File: src/verilog/line_ctrl_pkg.sv
/*
 * Shared constants for the per-channel line control register bank:
 * host addressing, bit positions, reset value and resistor codes.
 * Assumes an eight-channel transceiver with a byte-wide host port.
 */
package line_ctrl_pkg;

	localparam int        CH_COUNT      = 8;
	localparam int        CH_BITS       = 3;

	// host address: bit 7 zero, bits 6:4 channel, bits 3:0 register
	localparam logic [3:0] LINE_CTRL_REG = 4'h3;
	localparam int        CH_FIELD_LSB  = 4;

	localparam int        BIT_LINE_CODE = 5;
	localparam int        BIT_RES_HI    = 4;
	localparam int        BIT_RES_LO    = 3;
	localparam int        BIT_VIOLATION = 2;
	localparam int        BIT_PAT_ERROR = 1;
	localparam int        BIT_RATIO     = 0;

	localparam logic [7:0] WRITE_MASK    = 8'h3F;
	localparam logic [7:0] CTRL_RESET    = 8'h00;

	// external receive resistor in ohms, zero means none fitted
	localparam logic [7:0] OHMS_NONE     = 8'h00;
	localparam logic [7:0] OHMS_240      = 8'hF0;
	localparam logic [7:0] OHMS_210      = 8'hD2;
	localparam logic [7:0] OHMS_150      = 8'h96;

	function automatic logic [7:0] resistor_ohms(input logic [1:0] sel);
		case (sel)
			2'h0:    resistor_ohms = OHMS_NONE;
			2'h1:    resistor_ohms = OHMS_240;
			2'h2:    resistor_ohms = OHMS_210;
			default: resistor_ohms = OHMS_150;
		endcase
	endfunction : resistor_ohms

endpackage : line_ctrl_pkg

File: src/verilog/channel_inject.sv
/*
 * One channel's injection edge logic: brings the two command bits and
 * the channel transmit clock into the master clock domain and emits a
 * single pulse per rising command transition, sampled at tx clock edges.
 * Assumes the tx clock is well below half the master clock rate.
 */
`timescale 1ns/1ps
module channel_inject (
	input  wire logic i_mclk,
	input  wire logic i_reset,
	input  wire logic i_tx_clock,
	input  wire logic i_violation_bit,
	input  wire logic i_error_bit,
	input  wire logic i_violation_allow,
	input  wire logic i_error_allow,
	output logic      o_violation_pulse,
	output logic      o_error_pulse
);

	logic [2:0] clk_sync_q;
	logic [1:0] viol_sync_q;
	logic [1:0] err_sync_q;
	logic       viol_seen_q;
	logic       err_seen_q;
	logic       tx_edge;

	// first stages feed only their second stages
	always_ff @(posedge i_mclk) begin
		if (i_reset) begin
			clk_sync_q  <= 3'h0;
			viol_sync_q <= 2'h0;
			err_sync_q  <= 2'h0;
		end else begin
			clk_sync_q  <= {clk_sync_q[1:0], i_tx_clock};
			viol_sync_q <= {viol_sync_q[0], i_violation_bit};
			err_sync_q  <= {err_sync_q[0], i_error_bit};
		end
	end

	assign tx_edge = clk_sync_q[1] & ~clk_sync_q[2];

	// bits are looked at only on tx clock rising edges
	always_ff @(posedge i_mclk) begin
		if (i_reset) begin
			viol_seen_q       <= 1'b0;
			err_seen_q        <= 1'b0;
			o_violation_pulse <= 1'b0;
			o_error_pulse     <= 1'b0;
		end else if (tx_edge) begin
			viol_seen_q       <= viol_sync_q[1];
			err_seen_q        <= err_sync_q[1];
			o_violation_pulse <= viol_sync_q[1] & ~viol_seen_q & i_violation_allow;
			o_error_pulse     <= err_sync_q[1] & ~err_seen_q & i_error_allow;
		end else begin
			o_violation_pulse <= 1'b0;
			o_error_pulse     <= 1'b0;
		end
	end

	a_pulse_on_edge: assert property (@(posedge i_mclk) disable iff (i_reset)
		o_violation_pulse |-> $past(tx_edge))
		else $error("violation pulse without tx clock edge");

	a_error_on_edge: assert property (@(posedge i_mclk) disable iff (i_reset)
		o_error_pulse |-> $past(tx_edge) && $past(err_sync_q[1]) && !$past(err_seen_q))
		else $error("error pulse without fresh rising command");

endmodule : channel_inject

File: src/verilog/line_ctrl_bank.sv
/*
 * Eight copies of the channel line control register, reached through
 * the parallel host port, with decoded outputs and insertion pulses.
 * Assumes host strobes are one master clock cycle long and synchronous.
 */
// How it works
// - code bit 0 selects HDB3/B8ZS, 1 selects AMI coding.
// - code bit only acts in single-rail mode, otherwise ignored.
// - resistor bits: 00 none, 01 240, 10 210, 11 150 ohm.
// - rising violation bit inserts exactly one bipolar violation.
// - violation allowed into test pattern or single-rail user data.
// - both insert bits sampled at the channel tx clock rising edge.
// - rising error bit flips one test pattern bit while pattern enabled.
// - external termination: ratio bit 1 gives 1:2, 0 gives 1:2.45.
// - internal termination forces ratio 1:2 whatever the bit.
`timescale 1ns/1ps
module line_ctrl_bank (
	input  wire logic        i_mclk,
	input  wire logic        i_reset,
	input  wire logic [7:0]  i_addr,
	input  wire logic [7:0]  i_wdata,
	input  wire logic        i_wr,
	input  wire logic        i_rd,
	input  wire logic [7:0]  i_channel_tx_clock,
	input  wire logic [7:0]  i_single_rail,
	input  wire logic [7:0]  i_tx_test_pattern_enable,
	input  wire logic [7:0]  i_internal_term,
	output logic      [7:0]  o_rdata,
	output logic      [7:0]  o_ami_select,
	output logic      [15:0] o_rx_resistor_sel,
	output logic      [63:0] o_rx_resistor_ohms,
	output logic      [7:0]  o_ratio_one_two,
	output logic      [7:0]  o_violation_pulse,
	output logic      [7:0]  o_pattern_error_pulse
);

	logic [7:0] ctrl_q [line_ctrl_pkg::CH_COUNT];
	logic [2:0] chan;

	function automatic logic reg_hit(input logic [7:0] addr);
		reg_hit = (addr[7] == 1'b0) && (addr[3:0] == line_ctrl_pkg::LINE_CTRL_REG);
	endfunction : reg_hit

	assign chan = i_addr[line_ctrl_pkg::CH_FIELD_LSB +: line_ctrl_pkg::CH_BITS];

	// upper two bits belong to other logic and read back as zero
	always_ff @(posedge i_mclk) begin
		if (i_reset) begin
			for (int i = 0; i < line_ctrl_pkg::CH_COUNT; i++) begin
				ctrl_q[i] <= line_ctrl_pkg::CTRL_RESET;
			end
		end else if (i_wr && reg_hit(i_addr)) begin
			ctrl_q[chan] <= i_wdata & line_ctrl_pkg::WRITE_MASK;
		end
	end

	always_ff @(posedge i_mclk) begin
		if (i_reset) begin
			o_rdata <= 8'h00;
		end else if (i_rd && reg_hit(i_addr)) begin
			o_rdata <= ctrl_q[chan];
		end else if (i_rd) begin
			o_rdata <= 8'h00;
		end
	end

	genvar g;
	generate
		for (g = 0; g < line_ctrl_pkg::CH_COUNT; g++) begin : gen_ch
			logic [1:0] res_sel;

			assign res_sel = {ctrl_q[g][line_ctrl_pkg::BIT_RES_HI],
				ctrl_q[g][line_ctrl_pkg::BIT_RES_LO]};

			always_ff @(posedge i_mclk) begin
				if (i_reset) begin
					o_ami_select[g]              <= 1'b0;
					o_rx_resistor_sel[2*g +: 2]  <= 2'h0;
					o_rx_resistor_ohms[8*g +: 8] <= line_ctrl_pkg::OHMS_NONE;
					o_ratio_one_two[g]           <= 1'b1;
				end else begin
					// hdb3/b8zs when low; dual-rail coding is outside
					o_ami_select[g] <= i_single_rail[g] &
						ctrl_q[g][line_ctrl_pkg::BIT_LINE_CODE];
					o_rx_resistor_sel[2*g +: 2]  <= res_sel;
					o_rx_resistor_ohms[8*g +: 8] <= line_ctrl_pkg::resistor_ohms(res_sel);
					o_ratio_one_two[g] <= i_internal_term[g] |
						ctrl_q[g][line_ctrl_pkg::BIT_RATIO];
				end
			end

			// software must pulse 0 then 1; a lone 1 rewrite gives nothing
			channel_inject u_inject (
				.i_mclk            (i_mclk),
				.i_reset           (i_reset),
				.i_tx_clock        (i_channel_tx_clock[g]),
				.i_violation_bit   (ctrl_q[g][line_ctrl_pkg::BIT_VIOLATION]),
				.i_error_bit       (ctrl_q[g][line_ctrl_pkg::BIT_PAT_ERROR]),
				.i_violation_allow (i_tx_test_pattern_enable[g] | i_single_rail[g]),
				.i_error_allow     (i_tx_test_pattern_enable[g]),
				.o_violation_pulse (o_violation_pulse[g]),
				.o_error_pulse     (o_pattern_error_pulse[g])
			);
		end
	endgenerate

	a_ami_needs_rail: assert property (@(posedge i_mclk) disable iff (i_reset)
		!i_single_rail[0] |=> !o_ami_select[0])
		else $error("ami selected outside single-rail mode");

	a_ami_follows_bit: assert property (@(posedge i_mclk) disable iff (i_reset)
		i_single_rail[0] |=> o_ami_select[0] == $past(ctrl_q[0][line_ctrl_pkg::BIT_LINE_CODE]))
		else $error("ami select does not follow code bit");

	a_res_240_ohm: assert property (@(posedge i_mclk) disable iff (i_reset)
		(ctrl_q[1][4:3] == 2'h1) |=> o_rx_resistor_ohms[15:8] == line_ctrl_pkg::OHMS_240)
		else $error("resistor code 01 not 240 ohm");

	a_res_150_ohm: assert property (@(posedge i_mclk) disable iff (i_reset)
		(ctrl_q[3][4:3] == 2'h3) |=> o_rx_resistor_ohms[31:24] == line_ctrl_pkg::OHMS_150)
		else $error("resistor code 11 not 150 ohm");

	a_ratio_external: assert property (@(posedge i_mclk) disable iff (i_reset)
		(!i_internal_term[0] && !ctrl_q[0][0]) |=> !o_ratio_one_two[0])
		else $error("external ratio 1:2.45 not selected");

	a_ratio_internal: assert property (@(posedge i_mclk) disable iff (i_reset)
		i_internal_term[2] |=> o_ratio_one_two[2])
		else $error("internal termination not fixed at 1:2");

	a_write_stores: assert property (@(posedge i_mclk) disable iff (i_reset)
		(i_wr && i_addr == 8'h53) |=> ctrl_q[5] == ($past(i_wdata) & 8'h3F))
		else $error("channel 5 write not stored");

	a_reset_clears: assert property (@(posedge i_mclk)
		i_reset |=> ctrl_q[3] == line_ctrl_pkg::CTRL_RESET && o_violation_pulse == 8'h00)
		else $error("register not cleared by reset");

	a_single_violation: assert property (@(posedge i_mclk) disable iff (i_reset)
		o_violation_pulse[0] |=> !o_violation_pulse[0] [*2])
		else $error("violation pulse longer than one cycle");

	a_violation_gate: assert property (@(posedge i_mclk) disable iff (i_reset)
		o_violation_pulse[1] |-> $past(i_single_rail[1] | i_tx_test_pattern_enable[1]))
		else $error("violation inserted with nowhere to go");

	a_error_gate: assert property (@(posedge i_mclk) disable iff (i_reset)
		o_pattern_error_pulse[0] |-> $past(i_tx_test_pattern_enable[0]))
		else $error("pattern error without pattern enabled");

	a_violation_synced: assert property (@(posedge i_mclk) disable iff (i_reset)
		o_violation_pulse[0] |-> $past(ctrl_q[0][2], 3))
		else $error("violation pulse before bit was synchronised");

	// remaining resistor codes and the rx select copy
	a_res_none_code: assert property (@(posedge i_mclk) disable iff (i_reset)
		(ctrl_q[0][4:3] == 2'h0) |=> o_rx_resistor_ohms[7:0] == line_ctrl_pkg::OHMS_NONE)
		else $error("resistor code 00 not reported as none");

	a_res_210_ohm: assert property (@(posedge i_mclk) disable iff (i_reset)
		(ctrl_q[2][4:3] == 2'h2) |=> o_rx_resistor_ohms[23:16] == line_ctrl_pkg::OHMS_210)
		else $error("resistor code 10 not 210 ohm");

	a_res_sel_copy: assert property (@(posedge i_mclk) disable iff (i_reset)
		1'b1 |=> o_rx_resistor_sel[3:2] == $past(ctrl_q[1][4:3]))
		else $error("resistor select bits not copied");

	a_ami_off_clear: assert property (@(posedge i_mclk) disable iff (i_reset)
		(i_single_rail[3] && !ctrl_q[3][line_ctrl_pkg::BIT_LINE_CODE]) |=> !o_ami_select[3])
		else $error("hdb3/b8zs channel shows ami");

	a_ratio_ext_bit: assert property (@(posedge i_mclk) disable iff (i_reset)
		(!i_internal_term[1] && ctrl_q[1][line_ctrl_pkg::BIT_RATIO]) |=> o_ratio_one_two[1])
		else $error("external ratio 1:2 not selected");

	// read path and write isolation
	a_read_channel: assert property (@(posedge i_mclk) disable iff (i_reset)
		(i_rd && reg_hit(i_addr)) |=> o_rdata == $past(ctrl_q[chan]))
		else $error("read data not the addressed channel");

	a_read_unmapped: assert property (@(posedge i_mclk) disable iff (i_reset)
		(i_rd && !reg_hit(i_addr)) |=> o_rdata == 8'h00)
		else $error("unmapped read not zero");

	a_rdata_upper_zero: assert property (@(posedge i_mclk) disable iff (i_reset)
		o_rdata[7:6] == 2'h0)
		else $error("reserved read bits not zero");

	a_rdata_holds: assert property (@(posedge i_mclk) disable iff (i_reset)
		!i_rd |=> $stable(o_rdata))
		else $error("read data changed without a read");

	a_write_miss: assert property (@(posedge i_mclk) disable iff (i_reset)
		(i_wr && !reg_hit(i_addr)) |=> $stable(ctrl_q[5]))
		else $error("unmapped write changed a register");

	a_write_isolate: assert property (@(posedge i_mclk) disable iff (i_reset)
		(i_wr && i_addr == 8'h53) |=> $stable(ctrl_q[4]))
		else $error("channel 5 write disturbed channel 4");

	a_reset_outputs: assert property (@(posedge i_mclk)
		i_reset |=> o_ratio_one_two == 8'hFF && o_ami_select == 8'h00 && o_rdata == 8'h00)
		else $error("decoded outputs not at reset values");

	// error path mirrors the violation checks
	a_single_error: assert property (@(posedge i_mclk) disable iff (i_reset)
		o_pattern_error_pulse[0] |=> !o_pattern_error_pulse[0] [*2])
		else $error("pattern error pulse longer than one cycle");

	a_error_gate3: assert property (@(posedge i_mclk) disable iff (i_reset)
		o_pattern_error_pulse[3] |-> $past(i_tx_test_pattern_enable[3]))
		else $error("pattern error on channel 3 without pattern");

	a_error_synced: assert property (@(posedge i_mclk) disable iff (i_reset)
		o_pattern_error_pulse[0] |-> $past(ctrl_q[0][1], 3))
		else $error("error pulse before bit was synchronised");

	a_violation_gate0: assert property (@(posedge i_mclk) disable iff (i_reset)
		o_violation_pulse[0] |-> $past(i_single_rail[0] | i_tx_test_pattern_enable[0]))
		else $error("violation on channel 0 with nowhere to go");

	c_violation_seen: cover property (@(posedge i_mclk) o_violation_pulse[0]);
	c_error_seen: cover property (@(posedge i_mclk) o_pattern_error_pulse[0]);
	c_ami_active: cover property (@(posedge i_mclk) o_ami_select[0]);
	c_res_code3: cover property (@(posedge i_mclk) o_rx_resistor_sel[7:6] == 2'h3);
	c_read_hit: cover property (@(posedge i_mclk) i_rd && reg_hit(i_addr));

endmodule : line_ctrl_bank

File: config.mk
export PLATFORM = sky130hd
export DESIGN_NAME = line_ctrl_bank
export DESIGN_NICKNAME = d
export VERILOG_FILES = /design/src/verilog/line_ctrl_pkg.sv /design/src/verilog/channel_inject.sv /design/src/verilog/line_ctrl_bank.sv
export SDC_FILE = /design/constraint.sdc
export NUM_CORES = 1
export LEC_CHECK = 0
export ABC_CLOCK_PERIOD_IN_PS = 2350
export BUFFER_PORTS_ARGS = -buffer_cell sky130_fd_sc_hd__buf_4
export CELL_PAD_IN_SITES_DETAIL_PLACEMENT = 1
export CELL_PAD_IN_SITES_GLOBAL_PLACEMENT = 2
export CORE_AREA = 2 2 137 165
export DETAILED_ROUTE_END_ITERATION = 7
export DIE_AREA = 0 0 139 167
export GPL_ROUTABILITY_DRIVEN = 1
export PLACE_DENSITY = 0.82
export RECOVER_POWER = 50
export SLEW_MARGIN = 20
export SYNTH_ARGS = -nofsm -noshare
export SYNTH_HDL_FRONTEND = slang
export SYNTH_SLANG_ARGS = --single-unit
File: constraint.sdc
create_clock -name i_mclk -period 2.35 [get_ports i_mclk]
set_input_delay 0 -clock i_mclk [delete_from_list [all_inputs] [get_ports i_mclk]]
set_output_delay 0 -clock i_mclk [all_outputs]
set_load 0.01 [all_outputs]
== Word-level counts from Yosys, hierarchy flattened ==
Memory sizes are Yosys's and may differ from the RTL's.
Index checks and enable logic that the tools add are counted.

* Output and inout port bits: 120
* Bits in registers: 192
* Memories kept: 1
* Word-level logic and storage cells: 243
* Memory bits (writable): 48

* Mux-type cells: 18
* Equality and inequality tests: 17
* Bitwise operators: 97
* Reductions and logical operators: 21

{| class="wikitable"
|+ Memory list
! memory !! words !! width !! rd ports !! clocked after Yosys merged registers in !! wr ports !! line !! RTL
|-
| ctrl_q || 8 || 6 || 9 || 0 || 8 || line_ctrl_bank.sv:37 || <nowiki>logic [7:0] ctrl_q [line_ctrl_pkg::CH_COUNT];</nowiki>
|}

{| class="wikitable"
|+ Operator list
! operator !! number
|-
| $pmux W8 S3 || 8
|-
| $and A1 B1 Y1 || 48
|-
| $not A1 Y1 || 33
|-
| $eq A2 B1 Y1 const B || 8
|-
| $eq A2 B2 Y1 const B || 8
|-
| $logic_not A2 Y1 || 8
|-
| $mux W8 || 2
|-
| $or A1 B1 Y1 || 16
|-
| $reduce_or A2 Y1 || 8
|-
| $mux W1 || 6
|-
| $mux W6 || 1
|-
| $reduce_or A6 Y1 || 1
|-
| $eq A4 B2 Y1 const B || 1
|-
| $logic_and A1 B1 Y1 || 3
|-
| $mux W3 || 1
|-
| $reduce_bool A2 Y1 || 1
|}

== Longest topological paths before layout ==
* Depth in word-level cells: 8
* Mapped depth: 5
* Depth with buffers taken out: 4

== By module ==
From an unflattened synthesis, not the netlist that was laid out.

* Cells, all modules: 682
* Area total of the unflattened synthesis: 8117.8 um^2

{| class="wikitable"
|+ By module, submodules not included
! module !! seq. area each (um^2) !! area an instance (um^2) !! instances !! cells an instance
|-
| line_ctrl_bank || 3002.9 || 5154.9 || 1 || 434
|-
| channel_inject || 220.2 || 370.4 || 8 || 31
|}

== Worst setup path after synthesis ==
No wires, ideal clock.

* Kind: input to register
* Start: input i_addr[3]
* End: memory ctrl_q[7][0] in the netlist's numbering, enable pin
* Path slack: 984 ps
* Arrival: 1063 ps
* Stages on the path: 3
* Path through: or4b_4 nor4_4 or2_2

{| class="wikitable"
|+ RTL lines
! element !! line !! RTL
|-
| start, declared || line_ctrl_bank.sv:20 || <nowiki>input wire logic [7:0] i_addr,</nowiki>
|-
| end, declared || line_ctrl_bank.sv:37 ||
|}

==> results.txt <==
Netlist cell types - 34
Drt initial violations - 251
GPL Wtd Cong - 0.819
Die W - 139 um
H-Tree Depth - 1
Worst Clk Skew - 0.0128 ns
CP required - 2.79 ns
CP endpoint kind - register
Layout cell share with drive strength beyond 1 - 0.135
Hold Crit Endpoint - o_rdata[1]$_SDFFE_PP0P_
Power Dens Cells - 810 mW/mm^2
Count leader, synth - dfxtp_1
Slew headroom - 0.588
Total track usage - 0.158
Dpl cells - 1054
CTS max path bufs - 3
Clock power frac - 0.421
Final period util - 0.849
FFs w/ async S/R, synth - 0
Detailed-route vias per instance - 4.54
Post-synth EDFFs - 48
Post-route cell area - 0.00973 mm^2
Syn Std Cell Area - 0.00787 mm^2
Kind of critical path - input pin to register
Hpwl dp - 13.5 mm
Hold_buf cts - 41
Clock sinks - 214
WL per Instance - 16.6 um
Post-CTS Setup Inserts - 0
Min-delay src - i_addr[0]
Commonest register cell after synthesis - dfxtp_1
Logic pwr share - 0.071
Cts repair resizes - 0
Mapped Cells - 674
NetSw - 1.74 mW
Max Fclk - 0.501 GHz
Worst path arrival time - 2.43 ns
Vias in the first global route - 5506
Wire length of the first global-routing pass - 29.5 mm
Final setup viols - 0
Top-area cell type share of the netlist area - 0.422
Critical path startpoint category - input pin
Setup slack, reg-to-reg - 0.60 ns
Setup TNS - 0 ns
Core Area - 0.0216 mm^2
Outcome - finished clean
CTS tree - done
DRT Pass-1 Iters - 4
Largest net degree at the start of global routing - 129
Reg-to-reg startpoint - ctrl_q[7][2]$_SDFFCE_PN0P_
DRC Markers - 0
DR vias - 5143
Final Max Tran Viols - 0
Mean area per synthesized cell - 11.7 um^2
PortBufs - 151
Synth Register Bits - 214
Hold Crit Class - input pin to register
WHS - 0.107 ns
TritonCTS Buffers - 23
Layout Cells excl Fill - 1132
Clock slew at reported path FFs - 0.06 ns
Area grow syn2layout - 23.6%
Die Y - 167 um
Area after DPL - 0.00900 mm^2
Hold path depth - 3
Unrepaired setup endpoints after global routing - false
Area contributors post-synth - dfxtp_1 42%, edfxtp_1 18%, nor2b_1 7.0%, ha_1 5.1%, buf_4 4.0%
Worst Tran Pin Value - 0.617 ns
Area leader, netlist - dfxtp_1
Ports - 172
Final min period - 2.00 ns
Die area - 0.0232 mm^2
Crit path max fanout - 25
Top cells by count, synth - 166 x dfxtp_1, 88 x nor2b_1, 82 x nor2_1
Sw frac - 0.220
Worst-skew pair later-pin latency - 0.49 ns
FF-to-FF End - o_rdata[2]$_SDFFE_PP0P_
R2R depth - 4
WL final - 18.8 mm
Initial antenna violation count - 0
Number of diodes - 0
Initial Utilization - 0.365
Num rows - 59
Sequential element share of the synthesized area - 0.606
Internal - 6.14 mW
Tot Pwr - 7.88 mW
Max_cap viols - 0
Ys Warns - 0
Sequential share of power - 0.507
Root Buffer - clkbuf_16
Nets - 930
Grt ovf - 0
Antenna-violating nets left - 0
Final Hold Viols - 0
Peak supply drop - 0.486 mV
P_leak - 3.91 nW
[worst max-delay path: stages]
cell,delay [ns]
dlygate4sd3_1,0.54
buf_4,0.24
inv_1,0.50
o221ai_1,0.23
o32ai_1,0.29
dlygate4sd3_1,0.61
[placed cells by master, fill, tap and decap left out, types with 16 or more instances in the layout]
cell	instances
dfxtp_1	166
clkbuf_1	107
nor2b_1	88
nor2_1	82
buf_4	49
edfxtp_1	48
dlygate4sd3_1	41
ha_1	32
and2_1	30
inv_1	25
mux2_2	24
clkbuf_16	23
conb_1	18
nand2b_1	16
mux2i_1	16
[state kept, by name, indices dropped and copies added (netlist names), 16 cells and up]
name                         cells
gen_ch.u_inject.clk_sync_q      24
gen_ch.u_inject.viol_sync_q     16
o_rx_resistor_sel               16
ctrl_q                          48
o_rx_resistor_ohms              40
gen_ch.u_inject.err_sync_q      16
[power groups by stage]
| stage | sequential [mW] | combinational [mW] | clock (mW) |
|---|---|---|---|
| floorplan | 4.07 | 0.302 | 0 |
| global placement | 4.08 | 0.554 | 0 |
| detailed placement | 4.08 | 0.573 | 0 |
| CTS | 4.00 | 0.630 | 3.42 |
| global route | 4.01 | 0.621 | 3.56 |
| finish | 4.00 | 0.562 | 3.32 |
[worst max-delay path by stage]
stage / from / endpoint / slack (ns) / cells after the start
floorplan: i_addr[3] / ctrl_q[7][0]$_SDFFCE_PN0P_ / 0.98 / 3
global placement: i_addr[3] / ctrl_q[6][5]$_SDFFCE_PN0P_ / 0.73 / 4
detailed placement: i_addr[3] / ctrl_q[6][4]$_SDFFCE_PN0P_ / 0.67 / 4
CTS: i_reset / o_rdata[2]$_SDFFE_PP0P_ / 0.43 / 6
global route: i_reset / o_rdata[2]$_SDFFE_PP0P_ / 0.22 / 6
finish: i_reset / o_rdata[2]$_SDFFE_PP0P_ / 0.35 / 6
[layout make-up]
type                       count  area (um^2)
inverter                      25         93.8
timing repair buffer         193         1180
multi-input combinational    389         2650
fill                        2373        11800
clock buffer                  34          677
sequential                   214         4760
tap                          274          343
clock inverter                 3         18.8
[kinds of logic (layout without fill, tap and decap cells)]
logic type | count (synthesis) | in the layout | synth area share
mux | 40 | 40 | 0.0547
fa+ha+maj | 32 | 32 | 0.0509
buf+inv | 88 | 255 | 0.0661
flops | 214 | 214 | 0.606
other cells | 1 | 18 | 0.000477
simple gates | 281 | 281 | 0.204
compound gates | 18 | 18 | 0.0181
[layer usage]
metal | GRT usage | share of wire | vias up
li1 | - | - | 2492
met1 | 0.181 | 0.40 | 2479
met2 | 0.294 | 0.53 | 140
met3 | 0.0311 | 0.054 | 32
met4 | 0.0514 | 0.022 | 0
met5 | 0 | 0 | -
[through the flow]
stage | util | setup slack, ns
global placement | 0.418 | 0.730
global route | 0.451 | 0.215
finish | 0.451 | 0.354
floorplan | - | 0.984
detailed placement | 0.418 | 0.671
CTS | 0.469 | 0.429
Power figures use the tool's default switching activity.
